[config.mk]
export PLATFORM = sky130hd
export DESIGN_NAME = sitc_regs
export DESIGN_NICKNAME = d
export VERILOG_FILES = /design/src/rtl/sitc_pkg.sv /design/src/rtl/sitc_regs.sv
export SDC_FILE = /design/constraint.sdc
export NUM_CORES = 1
export LEC_CHECK = 0
export CAP_MARGIN = 0
export CORE_MARGIN = 3
export CORE_UTILIZATION = 40
export CTS_CLUSTER_DIAMETER = 50
export DETAILED_ROUTE_END_ITERATION = 12
export DONT_BUFFER_PORTS = 1
export GPL_TIMING_DRIVEN = 0
export PLACE_DENSITY_LB_ADDON = 0.1
export RECOVER_POWER = 25
export REMOVE_ABC_BUFFERS = 1
export SLEW_MARGIN = 5
export SYNTH_ARGS = -nofsm -noshare
export SYNTH_HDL_FRONTEND = slang
export SYNTH_SLANG_ARGS = --single-unit
[constraint.sdc]
create_clock -name clk -period 5.8 [get_ports clk]
set_input_delay 1.16 -clock clk [delete_from_list [all_inputs] [get_ports clk]]
set_output_delay 1.16 -clock clk [all_outputs]
set_load 0.02 [all_outputs]
[src/rtl/sitc_pkg.sv]
// package: register map, field layout, reset values and timing counts
package sitc_pkg;

    // ==================== register indices (byte address = 4 * index)
    localparam logic [7:0] IDX_CHIP_ID = 8'h40;
    localparam logic [7:0] IDX_TIMER_ONE = 8'h49;
    localparam logic [7:0] IDX_RESP_LOW = 8'h4a;
    localparam logic [7:0] IDX_RESP_HIGH = 8'h4b;
    localparam logic [7:0] IDX_TEST_STATUS = 8'h4c;
    localparam logic [7:0] IDX_CLK_ISO = 8'h4d;
    localparam logic [7:0] IDX_DIAG = 8'h4e;
    localparam int ADDR_W = 10;

    // ==================== timer_one_register fields
    localparam int GEN_PERIOD_LSB = 0;
    localparam int GEN_SCALE_BIT = 5;
    localparam logic [7:0] TIMER_ONE_MASK = 8'h2f;

    // ==================== bus_test_status fields
    localparam int SEL_AS_LSB = 4;
    localparam int SEL_READY_BIT = 3;
    localparam int ARB_WON_BIT = 2;
    localparam int OFS_ZERO_BIT = 1;
    localparam int OFS_MAX_BIT = 0;

    // ==================== clock_isolation_control fields
    localparam int PCI_CLK_BIT = 7;
    localparam int ISO_BIT = 6;
    localparam int DBL_EN_BIT = 3;
    localparam int DBL_SEL_BIT = 2;
    localparam logic [7:0] CLK_ISO_MASK = 8'hcc;

    // ==================== bus_diag_control fields
    localparam int CTL_EN_BIT = 7;
    localparam int OFS_RST_BIT = 6;
    localparam int DIFF_BIT = 5;
    localparam int LOOP_BIT = 4;
    localparam int HIZ_BIT = 3;
    localparam int WIDE_BIT = 2;

    // ==================== reset values and timer scale factor
    localparam logic [7:0] RST_ZERO = 8'h00;
    localparam logic [3:0] CHIP_ID_RST = 4'h7;
    localparam int GEN_SCALE = 16;

    // ==================== timing
    localparam int CLK_PERIOD_NS = 10;
    localparam int TIMER_BASE_NS = 100000;
    localparam int TIMER_BASE_CYC =
        (TIMER_BASE_NS + CLK_PERIOD_NS - 1) / CLK_PERIOD_NS;

    // ==================== internal scsi clock source
    typedef enum logic [1:0] {
        SITC_CLK_EXT = 2'b00,
        SITC_CLK_DBL = 2'b01,
        SITC_CLK_PCI = 2'b11
    } sitc_clk_src_t;

    // ==================== register bus request
    typedef struct packed {
        logic [ADDR_W-1:0] addr;
        logic [7:0] wdata;
        logic wr;
        logic rd;
    } sitc_req_t;

    // ==================== pad enables towards the bus
    typedef struct packed {
        logic bsy;
        logic sel;
        logic rst;
        logic [5:0] ctl;
        logic [15:0] data;
    } sitc_pad_t;

endpackage : sitc_pkg

[src/rtl/sitc_regs.sv]
// module: test, id and clock control register group of one bus function
// Operation
// - general timer times enable-to-disable, flags timeout
// - two response id bytes form 16-bit mask
// - arbitration uses only the chip id
// - responding id stored encoded in bits 7-4
// - selection-ready bit set ignoring settle delay
// - arbitration-won when own id highest asserted
// - live offset-zero status bit
// - live offset-maximum versus programmed maximum
// - clock-source bit selects pci clock
// - isolation bit gates bus inputs, low power
// - doubler powered only when enabled
// - doubler-select picks doubler or clock pin
// - control-enable gives software all line drives
// - offset-reset clears offset, self-clears
// - differential bit tristates busy, select, reset
// - loopback makes core initiator and target
// - high-impedance bit floats all open-drain drivers
// - always-wide forces 16-bit transfer phases
// - scale-factor bit lengthens timer by 16
module sitc_regs #(
    parameter int TICK_CYCLES = sitc_pkg::TIMER_BASE_CYC,
    parameter int OFS_W = 5
) (
    // clock and reset
    input wire logic clk,
    input wire logic reset_n,
    // register port
    input wire sitc_pkg::sitc_req_t req,
    output logic [7:0] rdata,
    // bus inputs from pins
    input wire logic [15:0] bus_data_in,
    output logic [15:0] bus_data_core,
    // core status and events
    input wire logic arb_active,
    input wire logic sel_phase,
    input wire logic sel_enable,
    input wire logic timer_run,
    input wire logic offset_inc,
    input wire logic offset_dec,
    input wire logic [3:0] offset_max,
    input wire logic peer_doubler_on,
    input wire logic halt_clock,
    // driver requests from core and bit-level latches
    input wire sitc_pkg::sitc_pad_t core_oe,
    input wire sitc_pkg::sitc_pad_t latch_oe,
    output sitc_pkg::sitc_pad_t pad_oe,
    // timer and selection results
    output logic general_timeout,
    output logic sel_respond,
    output logic [3:0] arb_id,
    // mode outputs
    output sitc_pkg::sitc_clk_src_t clk_src,
    output logic doubler_power,
    output logic clock_run,
    output logic input_low_power,
    output logic loopback_mode,
    output logic always_wide,
    output logic [OFS_W-1:0] offset_count
);

    // ==================== helpers
    // rank of an id in arbitration priority: 7 highest, 8 lowest
    function automatic logic [3:0] sitc_rank(input logic [3:0] id);
        sitc_rank = id[3] ? {1'b0, id[2:0]} : {1'b1, id[2:0]};
    endfunction : sitc_rank

    // highest-priority id set in a vector
    function automatic logic [3:0] sitc_best(input logic [15:0] v);
        logic [3:0] best;
        best = 4'h0;
        for (int i = 0; i < 16; i++) begin
            if (v[i] && (!v[best] || sitc_rank(4'(i)) > sitc_rank(best))) begin
                best = 4'(i);
            end
        end
        sitc_best = best;
    endfunction : sitc_best

    // ==================== registers
    logic [7:0] resp_low_r;
    logic [7:0] resp_high_r;
    logic [7:0] clk_iso_r;
    logic [7:0] diag_r;
    logic [7:0] diag_nxt;
    logic [7:0] timer_one_r;
    logic [3:0] chip_id_r;
    logic [3:0] sel_as_r;
    logic [3:0] sel_as_nxt;
    logic [7:0] rdata_r;
    logic [OFS_W-1:0] ofs_r;
    logic [OFS_W-1:0] ofs_nxt;
    logic [15:0] tick_r;
    logic [15:0] tick_nxt;
    logic [18:0] gen_cnt_r;
    logic [18:0] gen_cnt_nxt;
    logic gen_done_r;
    logic gen_done_nxt;
    logic [15:0] sync1_r;
    logic [15:0] sync2_r;
    logic [15:0] sync3_r;
    logic [15:0] bus_stable_r;

    // ==================== address decode
    localparam int ADDR_W = sitc_pkg::ADDR_W;
    wire [7:0] idx = req.addr[ADDR_W-1:2];
    wire aligned = req.addr[1:0] == 2'b00;
    wire hit_chip = aligned && idx == sitc_pkg::IDX_CHIP_ID;
    wire hit_timer = aligned && idx == sitc_pkg::IDX_TIMER_ONE;
    wire hit_low = aligned && idx == sitc_pkg::IDX_RESP_LOW;
    wire hit_high = aligned && idx == sitc_pkg::IDX_RESP_HIGH;
    wire hit_stat = aligned && idx == sitc_pkg::IDX_TEST_STATUS;
    wire hit_clk = aligned && idx == sitc_pkg::IDX_CLK_ISO;
    wire hit_diag = aligned && idx == sitc_pkg::IDX_DIAG;

    // ==================== pin synchroniser, three stages per bit
    genvar gi;
    generate
        for (gi = 0; gi < 16; gi++) begin : g_sync
            always_ff @(posedge clk or negedge reset_n) begin
                if (!reset_n) begin
                    sync1_r[gi] <= 1'b0;
                    sync2_r[gi] <= 1'b0;
                    sync3_r[gi] <= 1'b0;
                    bus_stable_r[gi] <= 1'b0;
                end else begin
                    sync1_r[gi] <= bus_data_in[gi];
                    sync2_r[gi] <= sync1_r[gi];
                    sync3_r[gi] <= sync2_r[gi];
                    // change counts once stages two and three agree
                    if (sync2_r[gi] == sync3_r[gi]) begin
                        bus_stable_r[gi] <= sync3_r[gi];
                    end
                end
            end
        end
    endgenerate

    // ==================== mode decode
    wire iso_mode = clk_iso_r[sitc_pkg::ISO_BIT];
    wire pci_clk_sel = clk_iso_r[sitc_pkg::PCI_CLK_BIT];
    wire dbl_en = clk_iso_r[sitc_pkg::DBL_EN_BIT];
    wire dbl_sel = clk_iso_r[sitc_pkg::DBL_SEL_BIT];
    wire ctl_en = diag_r[sitc_pkg::CTL_EN_BIT];
    wire diff_mode = diag_r[sitc_pkg::DIFF_BIT];
    wire hiz_mode = diag_r[sitc_pkg::HIZ_BIT];
    wire [3:0] gen_period = timer_one_r[sitc_pkg::GEN_PERIOD_LSB +: 4];
    wire gen_scale = timer_one_r[sitc_pkg::GEN_SCALE_BIT];

    // isolated inputs read as deasserted and stay quiet
    assign bus_data_core = iso_mode ? 16'h0000 : bus_stable_r;
    assign input_low_power = iso_mode;

    // ==================== clock source selection
    // doubler output valid with enable and select in this function, or when the peer has its doubler on
    wire doubler_ok = (dbl_en && dbl_sel) || peer_doubler_on;
    assign doubler_power = dbl_en;
    assign clock_run = !halt_clock;

    // select bit chooses doubler, else the clock pin
    assign clk_src = pci_clk_sel ? sitc_pkg::SITC_CLK_PCI :
        (dbl_sel && doubler_ok) ? sitc_pkg::SITC_CLK_DBL :
        sitc_pkg::SITC_CLK_EXT;

    // ==================== arbitration and selection
    // only the chip id takes part in arbitration
    assign arb_id = chip_id_r;
    wire [3:0] bus_best = sitc_best(bus_data_core);
    // won when own id is the highest asserted
    wire arb_won = arb_active && bus_data_core[chip_id_r] &&
        (bus_best == chip_id_r);

    // high byte carries ids 15-8, low byte ids 7-0
    wire [15:0] resp_mask = {resp_high_r, resp_low_r};
    wire [15:0] sel_match = bus_data_core & resp_mask;
    wire sel_hit = sel_phase && (sel_match != 16'h0000);
    assign sel_respond = sel_hit;

    // ready flag takes no account of the settle delay
    wire sel_ready = sel_enable && !iso_mode;

    assign sel_as_nxt = sel_hit ? sitc_best(sel_match) : sel_as_r;

    always_ff @(posedge clk or negedge reset_n) begin
        if (!reset_n) begin
            sel_as_r <= 4'h0;
        end else begin
            sel_as_r <= sel_as_nxt;
        end
    end

    // ==================== synchronous offset counter
    // offset reset wins over counting
    wire ofs_clear = diag_r[sitc_pkg::OFS_RST_BIT];
    wire [OFS_W-1:0] ofs_one = OFS_W'(1);
    assign ofs_nxt = ofs_clear ? '0 :
        (offset_inc && !offset_dec) ? ofs_r + ofs_one :
        (offset_dec && !offset_inc && ofs_r != '0) ? ofs_r - ofs_one :
        ofs_r;
    assign offset_count = ofs_r;

    wire ofs_zero = ofs_r == '0;
    wire ofs_max = ofs_r == OFS_W'(offset_max);

    always_ff @(posedge clk or negedge reset_n) begin
        if (!reset_n) begin
            ofs_r <= '0;
        end else begin
            ofs_r <= ofs_nxt;
        end
    end

    // ==================== general purpose timer
    // count base ticks while enabled, pulse on expiry
    // scale factor multiplies the limit by 16
    wire [18:0] gen_base = 19'(1) << (gen_period - 4'h1);
    wire [18:0] gen_limit = gen_scale ?
        19'(gen_base * sitc_pkg::GEN_SCALE) : gen_base;
    wire gen_armed = timer_run && gen_period != 4'h0;
    wire tick = tick_r == 16'(TICK_CYCLES - 1);

    // a zero period clears the timer so a new one starts fresh
    always_comb begin
        tick_nxt = tick_r;
        gen_cnt_nxt = gen_cnt_r;
        gen_done_nxt = gen_done_r;
        if (!gen_armed) begin
            tick_nxt = 16'h0000;
            gen_cnt_nxt = 19'h00000;
            gen_done_nxt = 1'b0;
        end else if (!gen_done_r) begin
            tick_nxt = tick ? 16'h0000 : tick_r + 16'h0001;
            if (tick) begin
                gen_cnt_nxt = gen_cnt_r + 19'h00001;
                gen_done_nxt = (gen_cnt_r + 19'h00001) >= gen_limit;
            end
        end
    end
    assign general_timeout = gen_done_nxt && !gen_done_r;

    always_ff @(posedge clk or negedge reset_n) begin
        if (!reset_n) begin
            tick_r <= 16'h0000;
            gen_cnt_r <= 19'h00000;
            gen_done_r <= 1'b0;
        end else begin
            tick_r <= tick_nxt;
            gen_cnt_r <= gen_cnt_nxt;
            gen_done_r <= gen_done_nxt;
        end
    end

    // ==================== pad drive enables
    // control enable hands every line to the output latches
    sitc_pkg::sitc_pad_t drive_sel;
    assign drive_sel = ctl_en ? latch_oe : core_oe;

    // high impedance floats every open-drain driver
    // differential leaves busy, select and reset as inputs
    always_comb begin
        pad_oe = drive_sel;
        if (diff_mode) begin
            pad_oe.bsy = 1'b0;
            pad_oe.sel = 1'b0;
            pad_oe.rst = 1'b0;
        end
        if (hiz_mode) begin
            pad_oe = '0;
        end
    end

    // loopback runs core as initiator and target
    assign loopback_mode = diag_r[sitc_pkg::LOOP_BIT];
    assign always_wide = diag_r[sitc_pkg::WIDE_BIT];

    // ==================== register writes
    // offset reset bit self-clears after one cycle
    always_comb begin
        diag_nxt = diag_r;
        diag_nxt[sitc_pkg::OFS_RST_BIT] = 1'b0;
        if (req.wr && hit_diag) begin
            diag_nxt = req.wdata;
        end
    end

    always_ff @(posedge clk or negedge reset_n) begin
        if (!reset_n) begin
            resp_low_r <= sitc_pkg::RST_ZERO;
            resp_high_r <= sitc_pkg::RST_ZERO;
            clk_iso_r <= sitc_pkg::RST_ZERO;
            diag_r <= sitc_pkg::RST_ZERO;
            timer_one_r <= sitc_pkg::RST_ZERO;
            chip_id_r <= sitc_pkg::CHIP_ID_RST;
        end else begin
            diag_r <= diag_nxt;
            if (req.wr && hit_low) begin
                resp_low_r <= req.wdata;
            end
            if (req.wr && hit_high) begin
                resp_high_r <= req.wdata;
            end
            if (req.wr && hit_clk) begin
                clk_iso_r <= req.wdata & sitc_pkg::CLK_ISO_MASK;
            end
            if (req.wr && hit_timer) begin
                timer_one_r <= req.wdata & sitc_pkg::TIMER_ONE_MASK;
            end
            if (req.wr && hit_chip) begin
                chip_id_r <= req.wdata[3:0];
            end
        end
    end

    // ==================== read mux
    // status bits are sampled live at the read
    wire [7:0] stat_val = {sel_as_r, sel_ready, arb_won, ofs_zero, ofs_max};
    wire [7:0] rd_mux = hit_low ? resp_low_r :
        hit_high ? resp_high_r :
        hit_stat ? stat_val :
        hit_clk ? clk_iso_r :
        hit_diag ? diag_r :
        hit_timer ? timer_one_r :
        hit_chip ? {4'h0, chip_id_r} : 8'h00;

    // read data stands only in the cycle after the strobe
    always_ff @(posedge clk or negedge reset_n) begin
        if (!reset_n) begin
            rdata_r <= 8'h00;
        end else begin
            rdata_r <= req.rd ? rd_mux : 8'h00;
        end
    end
    assign rdata = rdata_r;

endmodule : sitc_regs
==> summary.txt, run 1 <==
Detailed routing
  – Initial DRC count: 388
  – WL/cell: 19.79 µm
  – Vias: a little over 6,000
  – Total Routed Length: between 20,000 and 25,000 µm
  – First-pass DRT Iterations: 5
  – DRC: 0
  – Average via count per standard cell: 5.706
  – Detail Route Antenna Nets: 0

Clock tree
  – Longest Clk Path Bufs: 2
  – Clock root buffer: clkbuf_16
  – Hold buffers post-CTS: 0
  – Worst skew pair latency: roughly 420 ps
  – Reg clk slew, reported paths: ~70 ps
  – Post-CTS sizing: 0
  – Num CTS Buffers: 17
  – Max H-tree Level: 4
  – TritonCTS clock tree: built
  – Postcts setup bufs: 0
  – Clock Sinks: between 150 and 200

Pwr
  – Tot Pwr: approximately 2600 µW
  – Comb pwr share: 0.081
  – Leakage: around 0.0039 µW
  – Net switching power: 663.1 µW
  – Sequential share of power: 0.473
  – Clock Power Share: 0.445
  – Sw frac: 0.2565
  – VDD IR-drop max: around 0.00021 V
  – Internal: around 1900 µW
  – Cell Pwr Density: about 280 mW/mm²

Yosys
  – Post-synth top cells: dfrtp_1, nor2_1, nand2_1
  – Asr flop ratio synth: 1.000
  – Register area share after synthesis: 0.4664
  – Yosys top cell by area: dfrtp_1
  – Synth Register Bits: 154
  – Mapped cell area: 0.008270 mm²
  – Synthesis Warnings: 0
  – Cells after Synth: 809
  – Yosys top cell area share: 0.4569
  – Count leader, synth: dfrtp_1
  – Avg Inst Size Synth: roughly 10 µm²
  – Top_reg_cell synth: dfrtp_1
  – EDFF count, synth: 0
  – Top cells by area, synth: dfrtp_1, mux2i_1, mux2_2
  – Unique masters post-synth: ~80

Timing
  – Setup TNS: 0 ps
  – Final Hold Viols: 0
  – Slew @ Worst Pin: ~1200 ps
  – Hold WS: between 300 and 400 ps
  – Period utilization: 0.9070
  – RSZ-0062 raised after global routing: no
  – Final setup viols: 0
  – Pins over their slew limit: 0
  – Worst Clk Skew: 13.70 ps
  – Fmax: between 150 and 200 MHz
  – Tmin final: approximately 5300 ps
  – Max_slew headroom: 0.2023

Critical path
  – Crit end category: output pin
  – Required @ worst endpoint: 4640 ps
  – WS Path Type: flop to output pin
  – Crit start category: flop
  – Reg2Reg Depth: 14
  – CP Max Fanout: 5
  – Internal reg-to-reg setup slack: around 2200 ps
  – CP arrival: just over 4000 ps
  – Reg-to-Reg End: gen_done_r
  – Launching point of the worst reg2reg path: gen_cnt_r[0]

Global route
  – First-pass GRT wire length: about 33,000 µm
  – Total grt overflow: 0
  – Antenna violations before repair: 2
  – Gr usage total: 0.1910
  – Vias in the first global route: between 6,000 and 7,000
  – Largest net degree at the start of global routing: approximately 160

Die
  – Die Area: about 0.022 mm²
  – Die W: between 100 and 150 µm
  – DIE HEIGHT: between 100 and 150 µm
  – Starting density of the core: 0.4154
  – # IOs: 167
  – Total core area: ~0.02 mm²
  – # rows: 51

Placed design
  – Post-DP Area: around 0.0085 mm²
  – DP HPWL: 15,760 µm
  – # port buffers: 0
  – Routability congestion estimate from global placement: 0.8961

Cells and area
  – Synthesis-to-layout area growth: 9.955%
  – Final Cell Area: between 0.009 and 0.01 mm²
  – Layout cell share with drive strength beyond 1: 0.1133
  – Layout Nets: 924

Run
  – Max cap viols: 0

Min path
  – Hold path endpoint: sync2_r[13]
  – Worst Hold Class: flop to flop
  – HP Start: sync1_r[13]
  – Hold path cells: 0

Outcome
  – Status: completed
==> flip-flops by register name, indices dropped and copies added, names as in the netlist, 16 cells and up <==
register	count
sync2_r	16
bus_stable_r	16
tick_r	16
gen_cnt_r	19
sync1_r	16
sync3_r	16
==> cell families after synthesis <==
logic type | synth area share
flip-flops | 0.4664
XOR/XNOR | 0.04130
multiplexers | 0.1113
AND/OR/NAND/NOR | 0.1775
AO/OA/AOI/OAI | 0.1200
adder cells (fa/ha/maj) | 0.05809
buffers and inverters | 0.02541
==> critical path: stages, from the launching register on <==
cell	delay, ps
dfrtp_1	410
ha_1	260
nand3_1	200
nor4_1	720
nand2_1	250
nor2_1	220
xor2_1	100
ha_1	310
nand4_1	130
nor2_1	170
a21oi_1	90
o211ai_1	100
a21oi_1	80
o21ai_0	320
and2_1	320
==> placed cells by master, fill, tap and decap left out, drive strengths merged, types with 10 or more instances in the layout <==
master and instances:
nor3 17, inv 21, and2 11, nand3 25, nand2 80, xor2 16, mux2 37, maj3 16
nor2b 22, nor2 90, mux2i 41, o21ai 36, clkbuf 19, a21oi 34, xnor2 23, ha 24
nand4 10, dfrtp 151
==> through the flow <==
stage | util | cells | worst slack (ps)
6_report | 0.4568 | 1079 | 539.1
5_1_grt | 0.4568 | 1079 | 189.1
4_1_cts | 0.4564 | 1077 | 565.5
3_5_place_dp | 0.4258 | 1045 | 1059
3_3_place_gp | 0.4247 | 1044 | 1072
2_1_floorplan | - | 779 | 2004
==> layout make-up <==
cell class / instances / area [µm²]
multi-input combinational: 608 / 4214
clock buffer: 19 / 442.9
timing repair buffer: 1 / 11.26
tap: 265 / 331.6
antenna: 2 / 5.005
clock inverter: 13 / 166.4
fill: 1897 / 10820
inverter: 17 / 63.81
sequential: 154 / 3859
==> power by group through the flow <==
stage | registers [µW] | clock network, µW | logic (µW)
after floorplan | 1220 | 0 | 180
after CTS | 1220 | 1180 | 212
after global placement | 1240 | 0 | 204
final | 1220 | 1150 | 210
after detailed placement | 1240 | 0 | 210
after global routing | 1230 | 1230 | 235
==> per-layer routing <==
layer / part of all wire / track usage / vias to the layer above
met2: 0.49 / 0.3303 / 210
met4: 0.019 / 0.05947 / 0
met5: 0 / 0 / -
li1: - / - / 2876
met3: 0.061 / 0.03786 / 24
met1: 0.43 / 0.2421 / 3047
==> worst max path at each step <==
stage                  from               to  slack (ps)
3_3_place_gp   gen_cnt_r[0]  general_timeout        1070
2_1_floorplan  gen_cnt_r[0]  general_timeout        2000
5_1_grt        gen_cnt_r[0]  general_timeout         190
4_1_cts        gen_cnt_r[0]  general_timeout         570
3_5_place_dp   gen_cnt_r[0]  general_timeout        1060
6_report       gen_cnt_r[0]  general_timeout         540
(Power assumes the default switching activity.)
==> run 2, diff against run 1 <==
--- a/config.mk
+++ b/config.mk
@@ -15,7 +15,7 @@
 export PLACE_DENSITY_LB_ADDON = 0.1
 export RECOVER_POWER = 25
 export REMOVE_ABC_BUFFERS = 1
-export SLEW_MARGIN = 5
+export SLEW_MARGIN = 20
 export SYNTH_ARGS = -nofsm -noshare
 export SYNTH_HDL_FRONTEND = slang
 export SYNTH_SLANG_ARGS = --single-unit
==> constraint.sdc (replaced) <==
create_clock -name clk -period 5.8 [get_ports clk]
set_input_delay 1.16 -clock clk [delete_from_list [all_inputs] [get_ports clk]]
set_output_delay 1.16 -clock clk [all_outputs]
set_load 0.1 [all_outputs]
==> summary.txt, run 2 (synthesized netlist as in run 1, its figures left out) <==
Cells and area
  – Max FFs per register: 19
  – Final Cell Area: ~0.0094 mm²
  – Commonest non-fill, non-tap cell in the layout: dfrtp_1
  – Largest Register: gen_cnt_r
  – Layout Utilization: 0.4746
  – Fillcell total: 1,840
  – Layout Cells excl Fill: approximately 1,100
  – Synthesis-to-layout area growth: 14.25%
  – Leading cell types in the layout, fill and taps excluded: dfrtp_1, nand2_1, nor2_1
  – Layout cell share with drive strength beyond 1: 0.1752
  – Layout Nets: between 900 and 1,000

Global route
  – Antenna violations before repair: 1
  – Total grt overflow: 0
  – Largest net degree at the start of global routing: about 160
  – Vias in the first global route: approximately 6,300
  – Gr usage total: 0.1945
  – First-pass GRT wire length: 34,130 µm

Timing
  – Setup TNS: 0 ps
  – Max_slew headroom: 0.2830
  – Worst Clk Skew: around 12 ps
  – Period utilization: 0.9326
  – Final Hold Viols: 0
  – RSZ-0062 raised after global routing: no
  – Pins over their slew limit: 0
  – Slew @ Worst Pin: roughly 1100 ps
  – Fmax: between 150 and 200 MHz
  – Tmin final: 5409 ps
  – Final setup viols: 0

Clock tree
  – Clock root buffer: clkbuf_16
  – Worst skew pair latency: approximately 420 ps
  – Hold buffers post-CTS: 0
  – TritonCTS clock tree: built
  – Num CTS Buffers: 17
  – Clock Sinks: 154
  – Reg clk slew, reported paths: about 60 ps
  – Longest Clk Path Bufs: 2
  – Max H-tree Level: 4

Detailed routing
  – Initial DRC count: 400
  – Total Routed Length: 21,590 µm
  – Detail Route Antenna Nets: 0
  – First-pass DRT Iterations: 7
  – Vias: between 6,000 and 7,000
  – DRC: 0
  – WL/cell: slightly below 20 µm
  – Average via count per standard cell: roughly 5.7

Outcome
  – Status: completed

Critical path
  – Crit path buf inv count: 0
  – WS Path Type: flop to output pin
  – Crit start category: flop
  – Reg-to-Reg End: gen_done_r
  – Internal reg-to-reg setup slack: ~2300 ps
  – CP max stage delay: between 600 and 700 ps
  – Reg2Reg Depth: 14
  – CP Max Fanout: 5
  – CP arrival: about 4300 ps
  – Required @ worst endpoint: around 4600 ps
  – Crit-path cells: ha_1 > nand3_1 > nor4_1 > nand2_1 > nor2_1 > xor2_1 > ha_1 > nand4_1 > nor2_1 > a21oi_1 > o211ai_1 > a21oi_1 > o21ai_0 > and2_2
  – Top delay family on crit path: simple AND/OR/NAND/NOR gates
  – Crit end category: output pin
  – CP max-delay cell: nor4_1
  – Launching point of the worst reg2reg path: gen_cnt_r[0]

Min path
  – Worst Hold Class: flop to flop
  – HP Start: sync1_r[3]
  – Hold path cells: 0
  – Hold path endpoint: sync2_r[3]

Die
  – # IOs: approximately 170
  – Die Area: 0.02244 mm²
  – # rows: 51
  – DIE HEIGHT: 149.8 µm
  – Total core area: 0.01991 mm²
  – Starting density of the core: 0.4154
  – Die W: 149.8 µm

Pwr
  – Cell Pwr Density: 292.4 mW/mm²
  – Leakage: about 0.0040 µW
  – VDD IR-drop max: around 0.00027 V

Run
  – Max cap viols: 0

Placed design
  – Routability congestion estimate from global placement: 0.8961
  – DP HPWL: between 15,000 and 20,000 µm
  – Placed cell count: about 1,100
  – Post-DP Area: 0.008850 mm²
  – # port buffers: 0
## run 2: cell count changes in the layout (fill, tap and decap cells not counted), sizes merged
cell and delta:
buf +10, bufinv -1, clkbuf +1, diode -1
## run 2: repair_timing
action | CTS | global route
buffers inserted | 0 | 0
gates resized for setup | 0 | 1
setup endpoints to repair | 0 | 1
hold endpoints to repair | 0 | 0
## run 2: power breakdown
part,switching [µW],internal [µW]
logic,192,117
registers,214,1120
clock network,453,662
## run 2: how the worst max path moves through the flow
stage                             from         endpoint  cells after the start
after floorplan           clk_iso_r[6]      sel_respond                      5
after global placement    clk_iso_r[6]      sel_respond                      5
after detailed placement  gen_cnt_r[0]  general_timeout                     14
after CTS                 gen_cnt_r[0]  general_timeout                     14
after global routing      gen_cnt_r[0]  general_timeout                     14
final                     gen_cnt_r[0]  general_timeout                     14
## run 2: stage by stage
stage | hold WS, ps | power [µW] | setup WS, ps
after detailed placement | 334.7 | 1667 | 550.2
after global routing | 356.0 | 2874 | 33.66
after floorplan | 331.2 | 1592 | 572.0
final | 346.0 | 2763 | 390.8
after global placement | 333.9 | 1638 | -9.363
after CTS | 349.6 | 2794 | 68.15
## run 2: cell type report
class                      instances  area (µm²)  area share
sequential                       154        3865      0.4090
clock buffer                      20       456.7     0.04833
tap                              265       331.6     0.03509
multi-input combinational        608        4384      0.4640
inverter                          17       63.81    0.006753
antenna                            1       2.502   0.0002648
timing repair buffer              11       207.7     0.02198
clock inverter                    12       137.6     0.01457
## run 2: layer usage
metal	routed length (µm)	vias to the layer above	GRT usage
met1	9125	3061	0.2481
met4	400	0	0.06359
met2	10500	239	0.3301
met5	0	-	0
li1	-	2896	-
met3	1568	30	0.04210
